--- src/ctpm_defs.svh ---
// Constants for the clock trim, reference output and power mode block.
// Assumes a 100 MHz system clock and a plain strobe register port.
// Operation
// - Six-bit signed oscillator trim, 0 centre, 011111 max up, 100000 max down.
// - Reference output enable bit 15 drives divided clock onto the reference pin.
// - Run-in-sleep bit 13 keeps reference output toggling in Sleep, else stopped.
// - Source select bit 12 picks crystal when set, system clock when clear.
// - Divider bits 11:8, zero passes through, n divides by two to the n. Here zero toggles every tick, giving half rate.
// - Sleep request stops system clock source, on-chip oscillator and execution.
// - Idle request stops CPU, keeps system clock so peripherals run.
// - Leave Sleep or Idle on enabled interrupt, any reset or watchdog time-out.
// - Fail-safe clock monitor is disabled during Sleep.
// - Low-power RC oscillator runs in Sleep when watchdog enabled.
// - Watchdog count cleared automatically on entering Sleep or Idle.
// - Sleep disables system-clocked peripherals; pin change and external-clock ones run.
// - Wake from Sleep resumes with the clock source active at entry.
// - Core and flash regulators standby in Sleep unless their keep-active bits set.
// - Low-power RC runs in Idle when watchdog or clock monitor enabled.
// - Wake from Idle restarts CPU clock, execution begins 2-4 cycles later.
// - Peripheral stop-in-idle bit halts that peripheral during Idle.
// - Unlocked clock configuration lets software write new oscillator select 10:8.
// - Interrupt during power-save instruction deferred until mode entry completes, then wakes.
`ifndef CTPM_DEFS_SVH
`define CTPM_DEFS_SVH

`define CTPM_ADDR_TRIM       4'h0
`define CTPM_ADDR_REFCTL     4'h1
`define CTPM_ADDR_RESETCTL   4'h2
`define CTPM_ADDR_OSCCTL     4'h3
`define CTPM_ADDR_STATUS     4'h4

`define CTPM_REF_EN_BIT      15
`define CTPM_REF_SLP_BIT     13
`define CTPM_REF_SEL_BIT     12
`define CTPM_REF_DIV_HI      11
`define CTPM_REF_DIV_LO      8
`define CTPM_REFCTL_MASK     16'hBF00
`define CTPM_TRIM_MASK       16'h003F
`define CTPM_CORE_REG_BIT    8
`define CTPM_FLASH_REG_BIT   11
`define CTPM_RESETCTL_MASK   16'h0900
`define CTPM_NEW_OSCILLATOR_SELECT_HI         10
`define CTPM_NEW_OSCILLATOR_SELECT_LO         8
`define CTPM_OSCCTL_MASK     16'h0700

`define CTPM_TRIM_RESET      6'h00
`define CTPM_REFCTL_RESET    16'h0000
`define CTPM_RESETCTL_RESET  16'h0000
`define CTPM_OSCCTL_RESET    16'h0000

`define CTPM_WAKE_DELAY_NS   20
`define CTPM_CLK_PERIOD_NS   10
`define CTPM_WAKE_CYCLES     (`CTPM_WAKE_DELAY_NS / `CTPM_CLK_PERIOD_NS)

`endif

--- src/ctpm_pkg.sv ---
// Types for the clock trim, reference output and power mode block.
// Assumes ctpm_defs.svh carries all numeric constants other than the state codes below.
package ctpm_pkg;

  typedef enum logic [3:0]
  {
    CTPM_RUN   = 4'h1,
    CTPM_SLEEP = 4'h2,
    CTPM_IDLE  = 4'h4,
    CTPM_WAKE  = 4'h8
  } ctpm_state_type;

endpackage : ctpm_pkg
--- src/ctpm_clock_power.sv ---
// Clock trim, reference clock output and Sleep/Idle power mode control.
// Assumes one clk at 100 MHz, synchronous srst, crystal and wake inputs from pins.
//
// The address-and-strobe port and the register offsets were left to the implementer.
`include "ctpm_defs.svh"

module ctpm_clock_power
  import ctpm_pkg::*;
#(
  parameter int DIV_WIDTH = 15
)
(
  input  wire logic        clk,
  input  wire logic        srst,
  input  wire logic [3:0]  reg_addr,
  input  wire logic [15:0] reg_wdata,
  input  wire logic        reg_write,
  input  wire logic        reg_read,
  output logic      [15:0] reg_rdata,
  input  wire logic        xtal_clk_in,
  input  wire logic        sleep_request,
  input  wire logic        idle_request,
  input  wire logic        wake_interrupt,
  input  wire logic        wake_reset,
  input  wire logic        watchdog_timeout,
  input  wire logic        watchdog_enable,
  input  wire logic        clock_monitor_enable,
  input  wire logic        clock_config_locked,
  input  wire logic        timer_stop_in_idle,
  output logic [5:0]       rc_trim_code,
  output logic             reference_clock_pin,
  output logic             reference_clock_oe_n,
  output logic             cpu_clock_enable,
  output logic             system_clock_enable,
  output logic             oscillator_enable,
  output logic             peripheral_clock_enable,
  output logic             timer_clock_enable,
  output logic             clock_monitor_active,
  output logic             low_power_rc_enable,
  output logic             watchdog_clear,
  output logic             core_regulator_standby,
  output logic             flash_regulator_standby,
  output logic [2:0]       new_oscillator_select,
  output logic             resume_at_isr
);

  ctpm_state_type state_reg;
  ctpm_state_type state_next;
  logic [15:0]    refctl_reg;
  logic [15:0]    resetctl_reg;
  logic [15:0]    oscctl_reg;
  logic [2:0]     sleep_osc_reg;
  logic [1:0]     wake_cnt_reg;
  logic           wake_irq_reg;
  logic [DIV_WIDTH-1:0] div_cnt_reg;
  logic           ref_out_reg;
  logic [1:0]     xtal_sync_reg;
  logic           xtal_prev_reg;
  logic           in_sleep;
  logic           in_idle;
  logic           wake_event;
  logic           ref_tick;
  logic           ref_run;
  logic [3:0]     div_code;
  logic [DIV_WIDTH-1:0] div_limit;

  function automatic logic addr_hit(input logic [3:0] a, input logic [3:0] target);
    addr_hit = (a == target);
  endfunction : addr_hit

  assign in_sleep   = (state_reg == CTPM_SLEEP);
  assign in_idle    = (state_reg == CTPM_IDLE);
  assign wake_event = wake_interrupt | wake_reset | watchdog_timeout;
  assign div_code   = refctl_reg[`CTPM_REF_DIV_HI:`CTPM_REF_DIV_LO];
  // Half period of two to the n: toggle every 2^(n-1) ticks
  assign div_limit  = (div_code == 4'h0) ? '0
                    : DIV_WIDTH'((1 << (div_code - 4'h1)) - 1);

  // Crystal is an outside clock; two flops before use, edges taken after sync
  always_ff @(posedge clk)
  begin
    if (srst)
    begin
      xtal_sync_reg <= 2'h0;
      xtal_prev_reg <= 1'b0;
    end
    else
    begin
      xtal_sync_reg <= {xtal_sync_reg[0], xtal_clk_in};
      xtal_prev_reg <= xtal_sync_reg[1];
    end
  end

  // System clock ticks every cycle; crystal only on synced rising edges, so
  // both sources divide alike (both edges would halve every crystal ratio)
  assign ref_tick = refctl_reg[`CTPM_REF_SEL_BIT]
                  ? (xtal_sync_reg[1] & ~xtal_prev_reg) : 1'b1;
  assign ref_run  = refctl_reg[`CTPM_REF_EN_BIT]
                  & (~in_sleep | refctl_reg[`CTPM_REF_SLP_BIT]);

  // Register writes
  always_ff @(posedge clk)
  begin
    if (srst)
    begin
      rc_trim_code <= `CTPM_TRIM_RESET;
      refctl_reg   <= `CTPM_REFCTL_RESET;
      resetctl_reg <= `CTPM_RESETCTL_RESET;
      oscctl_reg   <= `CTPM_OSCCTL_RESET;
    end
    else if (reg_write)
    begin
      if (addr_hit(reg_addr, `CTPM_ADDR_TRIM))
        rc_trim_code <= reg_wdata[5:0];
      if (addr_hit(reg_addr, `CTPM_ADDR_REFCTL))
      begin
        // Divider held while output is on; software must disable first
        if (refctl_reg[`CTPM_REF_EN_BIT])
          refctl_reg <= (reg_wdata & `CTPM_REFCTL_MASK & ~16'h0F00)
                      | (refctl_reg & 16'h0F00);
        else
          refctl_reg <= reg_wdata & `CTPM_REFCTL_MASK;
      end
      if (addr_hit(reg_addr, `CTPM_ADDR_RESETCTL))
        resetctl_reg <= reg_wdata & `CTPM_RESETCTL_MASK;
      // Only while running; a change in Sleep would alter the source resumed at wake
      if (addr_hit(reg_addr, `CTPM_ADDR_OSCCTL) && !clock_config_locked
          && state_reg == CTPM_RUN)
        oscctl_reg <= reg_wdata & `CTPM_OSCCTL_MASK;
    end
  end

  // Read data, one cycle after the strobe, zero for unmapped
  always_ff @(posedge clk)
  begin
    if (srst)
      reg_rdata <= 16'h0000;
    else if (reg_read)
    begin
      case (reg_addr)
        `CTPM_ADDR_TRIM:     reg_rdata <= {10'h000, rc_trim_code};
        `CTPM_ADDR_REFCTL:   reg_rdata <= refctl_reg;
        `CTPM_ADDR_RESETCTL: reg_rdata <= resetctl_reg;
        `CTPM_ADDR_OSCCTL:   reg_rdata <= oscctl_reg;
        `CTPM_ADDR_STATUS:   reg_rdata <= {12'h000, state_reg};
        default:             reg_rdata <= 16'h0000;
      endcase
    end
    else
      reg_rdata <= 16'h0000;
  end

  // Reference divider; counter restarts whenever the output is stopped
  always_ff @(posedge clk)
  begin
    if (srst)
    begin
      div_cnt_reg <= '0;
      ref_out_reg <= 1'b0;
    end
    else if (!ref_run)
    begin
      div_cnt_reg <= '0;
      ref_out_reg <= 1'b0;
    end
    else if (ref_tick)
    begin
      if (div_code == 4'h0)
        ref_out_reg <= ~ref_out_reg;
      else if (div_cnt_reg >= div_limit)
      begin
        div_cnt_reg <= '0;
        ref_out_reg <= ~ref_out_reg;
      end
      else
        div_cnt_reg <= div_cnt_reg + 1'b1;
    end
  end

  // Undivided system clock would need the clock itself; a toggle per cycle
  // gives half rate, the closest that a registered output can carry.
  always_ff @(posedge clk)
  begin
    if (srst)
    begin
      reference_clock_pin  <= 1'b0;
      reference_clock_oe_n <= 1'b1;
    end
    else
    begin
      reference_clock_pin  <= ref_out_reg & ref_run;
      reference_clock_oe_n <= ~refctl_reg[`CTPM_REF_EN_BIT];
    end
  end

  // Power mode sequencer. A wake event pending at entry is held until the
  // mode is reached, so the next cycle leaves it again.
  always_comb
  begin
    state_next = state_reg;
    case (state_reg)
      CTPM_RUN:
        if (sleep_request)
          state_next = CTPM_SLEEP;
        else if (idle_request)
          state_next = CTPM_IDLE;
      CTPM_SLEEP:
        if (wake_event || wake_irq_reg)
          state_next = CTPM_WAKE;
      CTPM_IDLE:
        if (wake_event || wake_irq_reg)
          state_next = CTPM_WAKE;
      CTPM_WAKE:
        if (wake_cnt_reg == 2'(`CTPM_WAKE_CYCLES))
          state_next = CTPM_RUN;
      default:
        state_next = CTPM_RUN;
    endcase
  end

  always_ff @(posedge clk)
  begin
    if (srst)
      state_reg <= CTPM_RUN;
    else
      state_reg <= state_next;
  end

  // Interrupt seen during entry is kept until wake
  always_ff @(posedge clk)
  begin
    if (srst)
      wake_irq_reg <= 1'b0;
    else if (state_reg == CTPM_RUN && (sleep_request || idle_request))
      wake_irq_reg <= wake_event;
    else if (state_next == CTPM_WAKE)
      wake_irq_reg <= 1'b0;
  end

  always_ff @(posedge clk)
  begin
    if (srst)
      wake_cnt_reg <= 2'h0;
    else if (state_reg == CTPM_WAKE)
      wake_cnt_reg <= wake_cnt_reg + 2'h1;
    else
      wake_cnt_reg <= 2'h0;
  end

  // Clock source at Sleep entry is held and restored on wake
  always_ff @(posedge clk)
  begin
    if (srst)
      sleep_osc_reg <= 3'h0;
    else if (state_reg == CTPM_RUN && sleep_request)
      sleep_osc_reg <= oscctl_reg[`CTPM_NEW_OSCILLATOR_SELECT_HI:`CTPM_NEW_OSCILLATOR_SELECT_LO];
  end

  // Registered power outputs
  always_ff @(posedge clk)
  begin
    if (srst)
    begin
      cpu_clock_enable        <= 1'b1;
      system_clock_enable     <= 1'b1;
      oscillator_enable       <= 1'b1;
      peripheral_clock_enable <= 1'b1;
      timer_clock_enable      <= 1'b1;
      clock_monitor_active    <= 1'b0;
      low_power_rc_enable     <= 1'b0;
      watchdog_clear          <= 1'b0;
      core_regulator_standby  <= 1'b0;
      flash_regulator_standby <= 1'b0;
      new_oscillator_select   <= 3'h0;
      resume_at_isr           <= 1'b0;
    end
    else
    begin
      cpu_clock_enable        <= (state_next == CTPM_RUN);
      system_clock_enable     <= (state_next != CTPM_SLEEP);
      oscillator_enable       <= (state_next != CTPM_SLEEP);
      peripheral_clock_enable <= (state_next != CTPM_SLEEP);
      timer_clock_enable      <= (state_next != CTPM_SLEEP)
                               & ~((state_next == CTPM_IDLE) & timer_stop_in_idle);
      clock_monitor_active    <= clock_monitor_enable & (state_next != CTPM_SLEEP);
      low_power_rc_enable     <= watchdog_enable
                               | ((state_next == CTPM_IDLE) & clock_monitor_enable)
                               | ((state_next == CTPM_RUN) & clock_monitor_enable);
      watchdog_clear          <= watchdog_enable & (state_reg == CTPM_RUN)
                               & (sleep_request | idle_request);
      core_regulator_standby  <= (state_next == CTPM_SLEEP)
                               & ~resetctl_reg[`CTPM_CORE_REG_BIT];
      flash_regulator_standby <= (state_next == CTPM_SLEEP)
                               & ~resetctl_reg[`CTPM_FLASH_REG_BIT];
      new_oscillator_select   <= (state_reg == CTPM_SLEEP || state_reg == CTPM_WAKE)
                               ? sleep_osc_reg
                               : oscctl_reg[`CTPM_NEW_OSCILLATOR_SELECT_HI:`CTPM_NEW_OSCILLATOR_SELECT_LO];
      if (state_next == CTPM_WAKE && state_reg != CTPM_WAKE)
        resume_at_isr <= wake_interrupt | wake_irq_reg;
    end
  end
endmodule : ctpm_clock_power

--- config.mk ---
export PLATFORM = sky130hd
export DESIGN_NAME = ctpm_clock_power
export DESIGN_NICKNAME = d
export VERILOG_FILES = /design/src/ctpm_pkg.sv /design/src/ctpm_clock_power.sv
export VERILOG_INCLUDE_DIRS = /design/src
export SDC_FILE = /design/constraint.sdc
export NUM_CORES = 1
export LEC_CHECK = 0
export ABC_AREA = 1
export BUFFER_PORTS_ARGS = -buffer_cell sky130_fd_sc_hd__buf_2
export CORE_ASPECT_RATIO = 1.4
export CORE_MARGIN = 2
export CORE_UTILIZATION = 52
export CTS_BUF_LIST = sky130_fd_sc_hd__clkbuf_2 sky130_fd_sc_hd__clkbuf_4 sky130_fd_sc_hd__clkbuf_8
export DETAILED_ROUTE_END_ITERATION = 16
export GPL_ROUTABILITY_DRIVEN = 0
export PLACE_DENSITY = 0.79
export SYNTH_ARGS = -nofsm -noshare
export SYNTH_HDL_FRONTEND = slang
export SYNTH_SLANG_ARGS = --single-unit
--- constraint.sdc ---
create_clock -name clk -period 2.5 [get_ports clk]
set_input_delay 0.5 -clock clk [delete_from_list [all_inputs] [get_ports clk]]
set_output_delay 0.5 -clock clk [all_outputs]
set_load 0.005 [all_outputs]
-- Yosys cells after proc, flatten, opt, wreduce, memory -nomap -nowiden
Cells that the tools add are included.
- flip-flop bits (word level): 86
- input bits: 34
- output and inout bits: 38
- word-level logic and storage cells: 115
- add/sub/neg operators: 4
- order comparisons: 1
- eq/ne operators: 15
- shift-type cells: 1
- mux-type cells: 15
- bitwise operators: 31
- reductions and logical operators: 23
- operators with widths (operator ; number):
    $pmux 16 s5 ; 1
    $mux 15 ; 2
    $eq 4x2->1 const B ; 4
    $mux 16 ; 1
    $mux 4 ; 4
    $or 16x12->16 ; 1
    $add 15x1->15 const B ; 1
    $ge 15x15->1 ; 1
    $shl 1x4->15 const A ; 1
    $sub 15x2->15 const B ; 1
    $and 1x1->1 ; 12
    $eq 4x1->1 const B ; 3
    $eq 4x3->1 const B ; 3
    $pmux 4 s3 ; 1
    $reduce_and 2->1 ; 6
    $not 1->1 ; 11
    $eq 4x4->1 const B ; 2
    $logic_not 4->1 ; 2
    $reduce_or 2->1 ; 4
    $or 1x1->1 ; 7
    $logic_and 1x1->1 ; 5
    $mux 1 ; 5
    $ne 4x2->1 const B ; 1
    $ne 4x4->1 const B ; 1
    other kinds (7) ; 10

-- Longest topological paths before layout
Gate-level depths: netlist of the first run.
- word-level depth: 9
- gate-level depth with buffers: 22
- mapped depth without buffers: 21

-- Least setup slack after synthesis of the first run
OpenSTA, ideal clock, no wires.
- path kind: reg2reg
- from: reg refctl_reg[10]
- to: reg div_cnt_reg[7]
- setup time: 0.073 ns
- arrival time: 2.452 ns
- data required time: 2.427 ns
- setup slack: -0.025 ns
- stages on the path, launching flop included: 22
- buffers on the path: 1
- clock period less this slack: 2.525 ns
- cells stage by stage: dfxtp_1 buf_4 nor2_4 nand3_1 ha_1 nand2_1 inv_2 nand2_2 inv_2 o31ai_1 o21ai_1 o21ai_1 ha_1 nand2_1 inv_1 nand2_1 nand2_1 a21oi_1 nand3_1 nand2_1 nand2_2 nor3_2
- word-level cells in the longest chain between the ends: 6
- elaborated cells on any way between the ends: 9
- those cells by class: add/sub: 2; order compare: 1; shift: 1; mux: 2; bitwise: 1; reduce/logical: 2
- RTL lines (what ; line ; source):
    start: declaration ; ctpm_clock_power.sv:49 ; logic [15:0] refctl_reg;
    start signal: assignment ; ctpm_clock_power.sv:107 ; refctl_reg <= `CTPM_REFCTL_RESET;
    start signal: assignment ; ctpm_clock_power.sv:119 ; refctl_reg <= (reg_wdata & `CTPM_REFCTL_MASK & ~16'h0F00)
    start signal: assignment ; ctpm_clock_power.sv:122 ; refctl_reg <= reg_wdata & `CTPM_REFCTL_MASK;
    $sub 4x1->4 ; ctpm_clock_power.sv:77 ; : DIV_WIDTH'((1 << (div_code - 4'h1)) - 1);
    $shl 1x4->15 ; ctpm_clock_power.sv:77 ;
    $sub 15x2->15 ; ctpm_clock_power.sv:77 ;
    $mux 15 ; ctpm_clock_power.sv:76 ; assign div_limit = (div_code == 4'h0) ? '0
    $ge 15x15->1 ; ctpm_clock_power.sv:170 ; else if (div_cnt_reg >= div_limit)
    $mux 15 ; ctpm_clock_power.sv:170 ;
    end signal: assignment ; ctpm_clock_power.sv:176 ; div_cnt_reg <= div_cnt_reg + 1'b1;
    end: declaration ; ctpm_clock_power.sv:55 ; logic [DIV_WIDTH-1:0] div_cnt_reg;
Several ways; a longest one is shown, not always the timed one.
A chain may end at the register's enable or synchronous reset.

-- Final worst setup path of the first run
- from: reg refctl_reg[8]
- to: reg div_cnt_reg[7]
Same word-level chain as after synthesis.

==> reports/metrics.yaml, run 1 <==
core_area_um2: 6982
synth_largest_area_cell: "dfxtp_1"
yosys.area.top_type_share_pct: 39.68
max-vdd-ir-drop_v: 0.0004238
grt_setup_unrepaired: "true"
finalInstanceArea_um2: 4607
cp-start-kind: "flop"
drtAntennaViolNets: 0
synth.avg_cell_area_um2: 7.139
critical_path.cell_chain: "inv_2 > nor2_4 > buf_4 > inv_1 > nor2_1 > nand2_1 > nor3_1 > nand3b_1 > ha_4 > nand2_1 > nand2_1 > nand2_1 > nand2_1 > a21oi_2 > nand3_2 > nand2_4 > nand2_4 > nor3_2"
floorplan.io_pins: 72
yosys_warnings: 0
cp_slowest_stage_delay_ps: 340
grt_pass1_vias: 3500
critical_path_peak_fanout: 7
route.vias.total: 3685
grt-ovfl-total: 0
synth.ff_latch_count: 74
tritoncts.num_buffers: 9
critical_path_class: "flop to flop"
report.final.slew_viol_count: 0
drt_iter0_markers: 216
worst_hold_check_path_type: "input pin to flop"
clock_skew_ps: 9.571
drt-wirelength-per-cell_um: 12.98
detail_route.wirelength_um: 9243
clock_pin_transition_on_the_worst_setup_and_hold_timing_paths_ps: 80
min_period_over_period_pct: 99.99
cell_count_after_placement: 695
die_width_um: 75.62
synth.distinct_cells: 36
async_reset_ff_share_pct: 0
mostFrequentLayoutCell: "nand2_1"
num-nets-final: 664
number_of_buffers_inserted_for_hold_repair_after_clock_tree_synthesis: 0
fin_crit_ps: 2500
area_growth_syn_to_layout_pct: 23.39
ctsRootBufferMaster: "clkbuf_8"
dieArea_um2: 7884
row_count: 36
floorplan.initialDensity_pct: 53.48
largest_register_ffs: 15
hold_vio_cnt_final: 0
drv.max_cap_violation_count: 0
drt_pre_antenna_iters: 4
critPathRequiredTime_ps: 2780
clock_insertion_delay_worst_skew_ps: 350
wire_length_of_the_first_global_routing_pass_um: 15240
cts_tree: "done"
synth_area_leaders: "dfxtp_1 40%, nand2_1 10%, inv_1 8.1%"
synth-main-ff-cell: "dfxtp_1"
timing.critical_path.slowest_stage_cell: "dfxtp_2"
p_per_cell_area_nw_per_um2: 538.8
drc_errors_left: 0
synth_enable_flop_cells: 0
cellLeakagePower_nw: 2.109
io_buffers: 65
clock_tree.htree_level_count: 3
finalWorstSetupSlack_ps: 0.2649
synth_sequential_area_ratio_pct: 39.68
clock_tree.buffer_depth: 2
post_dp_cell_area_um2: 4288
crit_top_cell: "nand2_1"
critical_path_arrival_ps: 2780
insertedDiodeCount: 0
die_h_um: 104.3
layout-drive-gt1-share_pct: 24.96
mapped_area_um2: 3734
grt_antenna_before_repair: 0
grt_start_max_net_pins: 22
placement.setup.worst_slack_ps: -83.20
timing.critical_path.to_type: "flop"
dp_hpwl_um: 7093
groute.usage.overall_pct: 24.86
run_status: "finished, final reports clean"
setup_viol: 0
layout_common_cells: "94 x nand2_1, 78 x inv_1, 70 x dfxtp_1"
syn_inst: 523
max_freq_ghz: 0.4000
clkSinkCount: 74
fin_cells: 712
number_of_vias_per_cell_after_detailed_routing: 5.176
critical path, delay by kind of cell (launching register included):
family	cells	cell delay, ps
AOI/OAI and AO/OA	1	150
adders and majority gates	1	220
buffers and inverters	3	220
DFF	1	340
and+or+nand+nor	13	1500
worst paths after layout:
kind | start | endpoint | slack, ps | cells past startpoint
setup reg to reg | refctl_reg[8] | div_cnt_reg[7] | 0.3 | 18
setup / recovery | refctl_reg[8] | div_cnt_reg[7] | 0.3 | 18
hold / removal | xtal_clk_in | xtal_sync_reg[0] | 340 | 3
hold reg to reg | xtal_sync_reg[0] | xtal_sync_reg[1] | 420 | 2
kinds of logic after synthesis:
family	Yosys count	share of synthesized area [%]
AO/OA/AOI/OAI	96	13.94
other	1	0.1004
flip-flops	74	39.68
buffers and inverters	101	10.89
adder cells (fa/ha/maj)	18	6.032
AND/OR/NAND/NOR	231	28.89
XOR/XNOR	2	0.4693
report_power, final:
part	leakage (nW)	switching, mW	internal (mW)
registers	0.603	0.0212	1.22
logic	1.41	0.225	0.138
clock network	0.0927	0.442	0.439
total	2.11	0.689	1.79
Yosys cell counts (2+ instances only):
cell type and count:
nand2_1 100, inv_1 81, dfxtp_1 74, nor2_1 58, a21oi_1 42, o21ai_0 32, nand3_1 26, ha_1 18
nor3_1 16, nand4_1 9, buf_4 7, o21ai_1 7, clkbuf_1 6, inv_2 5, o22ai_1 5, nand2_2 4
nand3b_1 4, nor2_4 4, a211oi_1 3, nor2_2 3, o211ai_1 3, nand2_8 2
timing repair:
item | 4_1_cts | 5_1_grt
pin swaps | 1 | 16
setup endpoints to repair | 13 | 16
buffers inserted | 0 | 1
gates cloned | 0 | 0
gates resized for setup | 6 | 28
layer usage:
metal  up-vias  wire length, um  GRT usage (%)
met1      1663             3546          28.49
met3        36              478          6.202
li1       1865                -              -
met4         0              398          13.03
met5         -                0              0
met2       121             4820          41.06
stage by stage:
stage / util [%] / hold WS [ps] / total power [mW] / TNS [ps]
2_1_floorplan: - / 380.0 / 1.488 / 0
3_3_place_gp: 61.42 / 390.1 / 1.589 / 0
3_5_place_dp: 61.42 / 401.5 / 1.598 / -633.3
4_1_cts: 64.35 / 331.3 / 2.467 / 0
5_1_grt: 65.99 / 369.7 / 2.601 / -1970
6_report: 65.99 / 343.8 / 2.482 / 0
cell type report:
cell class / instances / area (um2)
flip-flops and latches: 74 / 1491
inverters: 87 / 326.6
well taps: 95 / 118.9
clock buffers: 13 / 166.4
clock inverters: 3 / 23.77
repair buffers: 90 / 520.5
fillers: 582 / 2375
multi-input cells: 350 / 1959
(Power assumes the default switching activity.)
==> run 2: changes to the inputs <==
--- a/config.mk
+++ b/config.mk
@@ -9,7 +9,6 @@
 export ABC_AREA = 1
 export BUFFER_PORTS_ARGS = -buffer_cell sky130_fd_sc_hd__buf_2
 export CORE_ASPECT_RATIO = 1.4
-export CORE_MARGIN = 2
 export CORE_UTILIZATION = 52
 export CTS_BUF_LIST = sky130_fd_sc_hd__clkbuf_2 sky130_fd_sc_hd__clkbuf_4 sky130_fd_sc_hd__clkbuf_8
 export DETAILED_ROUTE_END_ITERATION = 16
==> reports/metrics.yaml, run 2 (synthesis results as in run 1) <==
run_status: "finished with violations"
violations: "negative setup slack"
tns_ps: -702.4  # -702.4 ps
area_growth_syn_to_layout_pct: 24.30
reg2reg_setup_slack_ps: -80  # -80 ps
min_delay_path_depth: 3  # unchanged
relative_contribution_of_sequential_cells_to_total_power_pct: 51.1  # +1.3 points
report.final.slew_viol_count: 0  # unchanged
placement.setup.worst_slack_ps: -89.11  # -5.912 ps
drc_errors_left: 0  # unchanged
critical_path.cell_chain: "buf_6 > nand3_4 > nand2_2 > inv_2 > nand2_1 > nand2_1 > inv_2 > nand2_4 > inv_2 > o31ai_2 > o21ai_1 > o21ai_1 > ha_1 > nand2_1 > inv_1 > nand2_1 > nand2_2 > a21oi_2 > buf_4 > nand3_2 > nand2_4 > nand2_4 > nor3_2"
min_period_over_period_pct: 103.3  # +3.3 points
cell_count_after_placement: 697  # +0.29%
clock_skew_ps: 9.981  # +0.4108 ps
number_of_vias_per_cell_after_detailed_routing: 5.199  # +0.45%
drt-wirelength-per-cell_um: 13.22  # +1.8%
max_freq_ghz: 0.3872  # -3.2%
critical_path_arrival_ps: 2880  # +100 ps
critPathRequiredTime_ps: 2790  # about the same
hold-path-endpoint: "xtal_sync_reg[0]"
mostFrequentLayoutCell: "nand2_1"
layout-drive-gt1-share_pct: 27.26  # +2.3 points
floorplan.io_pins: 72  # unchanged
r2r-end: "div_cnt_reg[7]"
core_area_um2: 6937  # -0.65%
max-vdd-ir-drop_v: 0.0004189  # -1.2%
hold_vio_cnt_final: 0  # unchanged
cpLargestDelayFamily: "simple AND/OR/NAND/NOR gates"
floorplan.initialDensity_pct: 53.82  # +0.35 points
clock_tree.htree_level_count: 3  # unchanged
grt_setup_unrepaired: "true"
worst_hold_startpoint: "xtal_clk_in"
clkSinkCount: 74  # unchanged
detail_route.wirelength_um: 9449  # +2.2%
fin_crit_ps: 2583  # +82.88 ps
cp-start-kind: "flop"
tritoncts.num_buffers: 9  # unchanged
grt_start_max_net_pins: 22  # unchanged
timing.critical_path.to_type: "flop"
netSwitchingFraction_pct: 28.93  # +1.2 points
wire_length_of_the_first_global_routing_pass_um: 15070  # -1.1%
fin_cells: 715  # +0.42%
critical_path_buf_inv_count: 6  # +3
intPower_mw: 1.720  # -4.1%
groute.usage.overall_pct: 26.16  # +1.3 points
switching_power_mw: 0.6998  # +1.6%
setup_viol: 15  # +15
cp_num_cells: 23  # +5
layout_common_cells: "90 x nand2_1, 78 x inv_1, 70 x dfxtp_1"
timing.critical_path.slowest_stage_cell: "dfxtp_2"
grt-ovfl-total: 0  # unchanged
drt_iter0_markers: 196  # -9.3%
worst_hold_check_path_type: "input pin to flop"
power_frac_comb_pct: 15.2  # +0.6 points
worst-r2r-cell-count: 23  # +5
io_buffers: 65  # unchanged
power_frac_clock_pct: 33.6  # -1.9 points
critical_path_class: "flop to flop"
insertedDiodeCount: 0  # unchanged
row_count: 36  # unchanged
cellLeakagePower_nw: 2.115  # +0.29%
route.vias.total: 3717  # +0.87%
clock_pin_transition_on_the_worst_setup_and_hold_timing_paths_ps: 80  # about the same
largest_register_ffs: 15  # unchanged
num-nets-final: 668  # +0.60%
finalWorstSetupSlack_ps: -82.61  # -82.88 ps
fin_worst_hold_slack_ps: 337.0  # -6.791 ps
drtAntennaViolNets: 0  # unchanged
cp_slowest_stage_delay_ps: 360  # +20 ps
grt_pass1_vias: 3486  # -0.40%
reg2reg_from: "refctl_reg[8]"
ctsRootBufferMaster: "clkbuf_8"
die_h_um: 102.3  # -1.9%
die_width_um: 73.62  # -2.6%
drv.max_cap_violation_count: 0  # unchanged
drt_pre_antenna_iters: 5  # +1
dieArea_um2: 7528  # -4.5%
crit_top_cell: "nand2_1"
cts_tree: "done"
grt_antenna_before_repair: 0  # unchanged
clock_tree.buffer_depth: 2  # unchanged
critical_path_peak_fanout: 7  # unchanged
clock_insertion_delay_worst_skew_ps: 360  # about the same
dp_hpwl_um: 7221  # +1.8%
p_per_cell_area_nw_per_um2: 521.3  # -3.2%
## run 2: cell count changes in the layout (fill, tap and decap cells not counted), moves of 3 or more
cell / before / now
nand2_2: 7 / 11
nor2_1: 57 / 52
clkinv_2: 0 / 3
nand2_1: 94 / 90
buf_4: 23 / 26
nor2_2: 3 / 8
## run 2: what timing repair did
action,4_1_cts,5_1_grt
hold buffers,0,0
resized for setup,7,41
buffers inserted,0,3
pin swaps,1,20
setup endpoints to repair,13,16
## run 2: per-stage QoR
stage	utilization, %	cell area, um2	total power, mW
floorplan	-	3744	1.488
global placement	62.03	4303	1.590
detailed placement	62.03	4303	1.603
CTS	64.66	4486	2.407
global route	66.90	4641	2.523
finish	66.90	4641	2.419
## run 2: tightest hold or removal path: cells and delay by family
kind,cells,cell delay (ps)
buf+inv,2,130
simple gates,1,30
## run 2: worst max path at each step
stage | startpoint | to
global route | refctl_reg[8] | ref_out_reg
global placement | refctl_reg[11] | div_cnt_reg[7]
finish | refctl_reg[8] | div_cnt_reg[7]
floorplan | refctl_reg[10] | div_cnt_reg[7]
CTS | refctl_reg[8] | div_cnt_reg[7]
detailed placement | refctl_reg[11] | div_cnt_reg[7]
## run 2: power groups by stage
| stage | Sequential, mW | Combinational (mW) | Clock, mW |
|---|---|---|---|
| after floorplan | 1.26 | 0.224 | 0 |
| after global placement | 1.26 | 0.328 | 0 |
| after detailed placement | 1.26 | 0.339 | 0 |
| after CTS | 1.24 | 0.343 | 0.826 |
| after global routing | 1.24 | 0.410 | 0.872 |
| final | 1.24 | 0.369 | 0.814 |
## run 2: layer usage
metal	wire length, um	part of all wire [%]	global-route usage, %
met5	0	0	0
met4	411	4.3	17.01
met3	406	4.3	5.325
met2	5078	54	46.86
met1	3552	38	27.23
## run 2: final cells by class
cell class              instances  area (um2)
fillers                       609        2296
multi-input cells             350        1984
flip-flops and latches         74        1491
repair buffers                 94       554.3
inverters                      87       329.1
clock buffers                  10       131.4
well taps                      95       118.9
clock inverters                 5       31.28
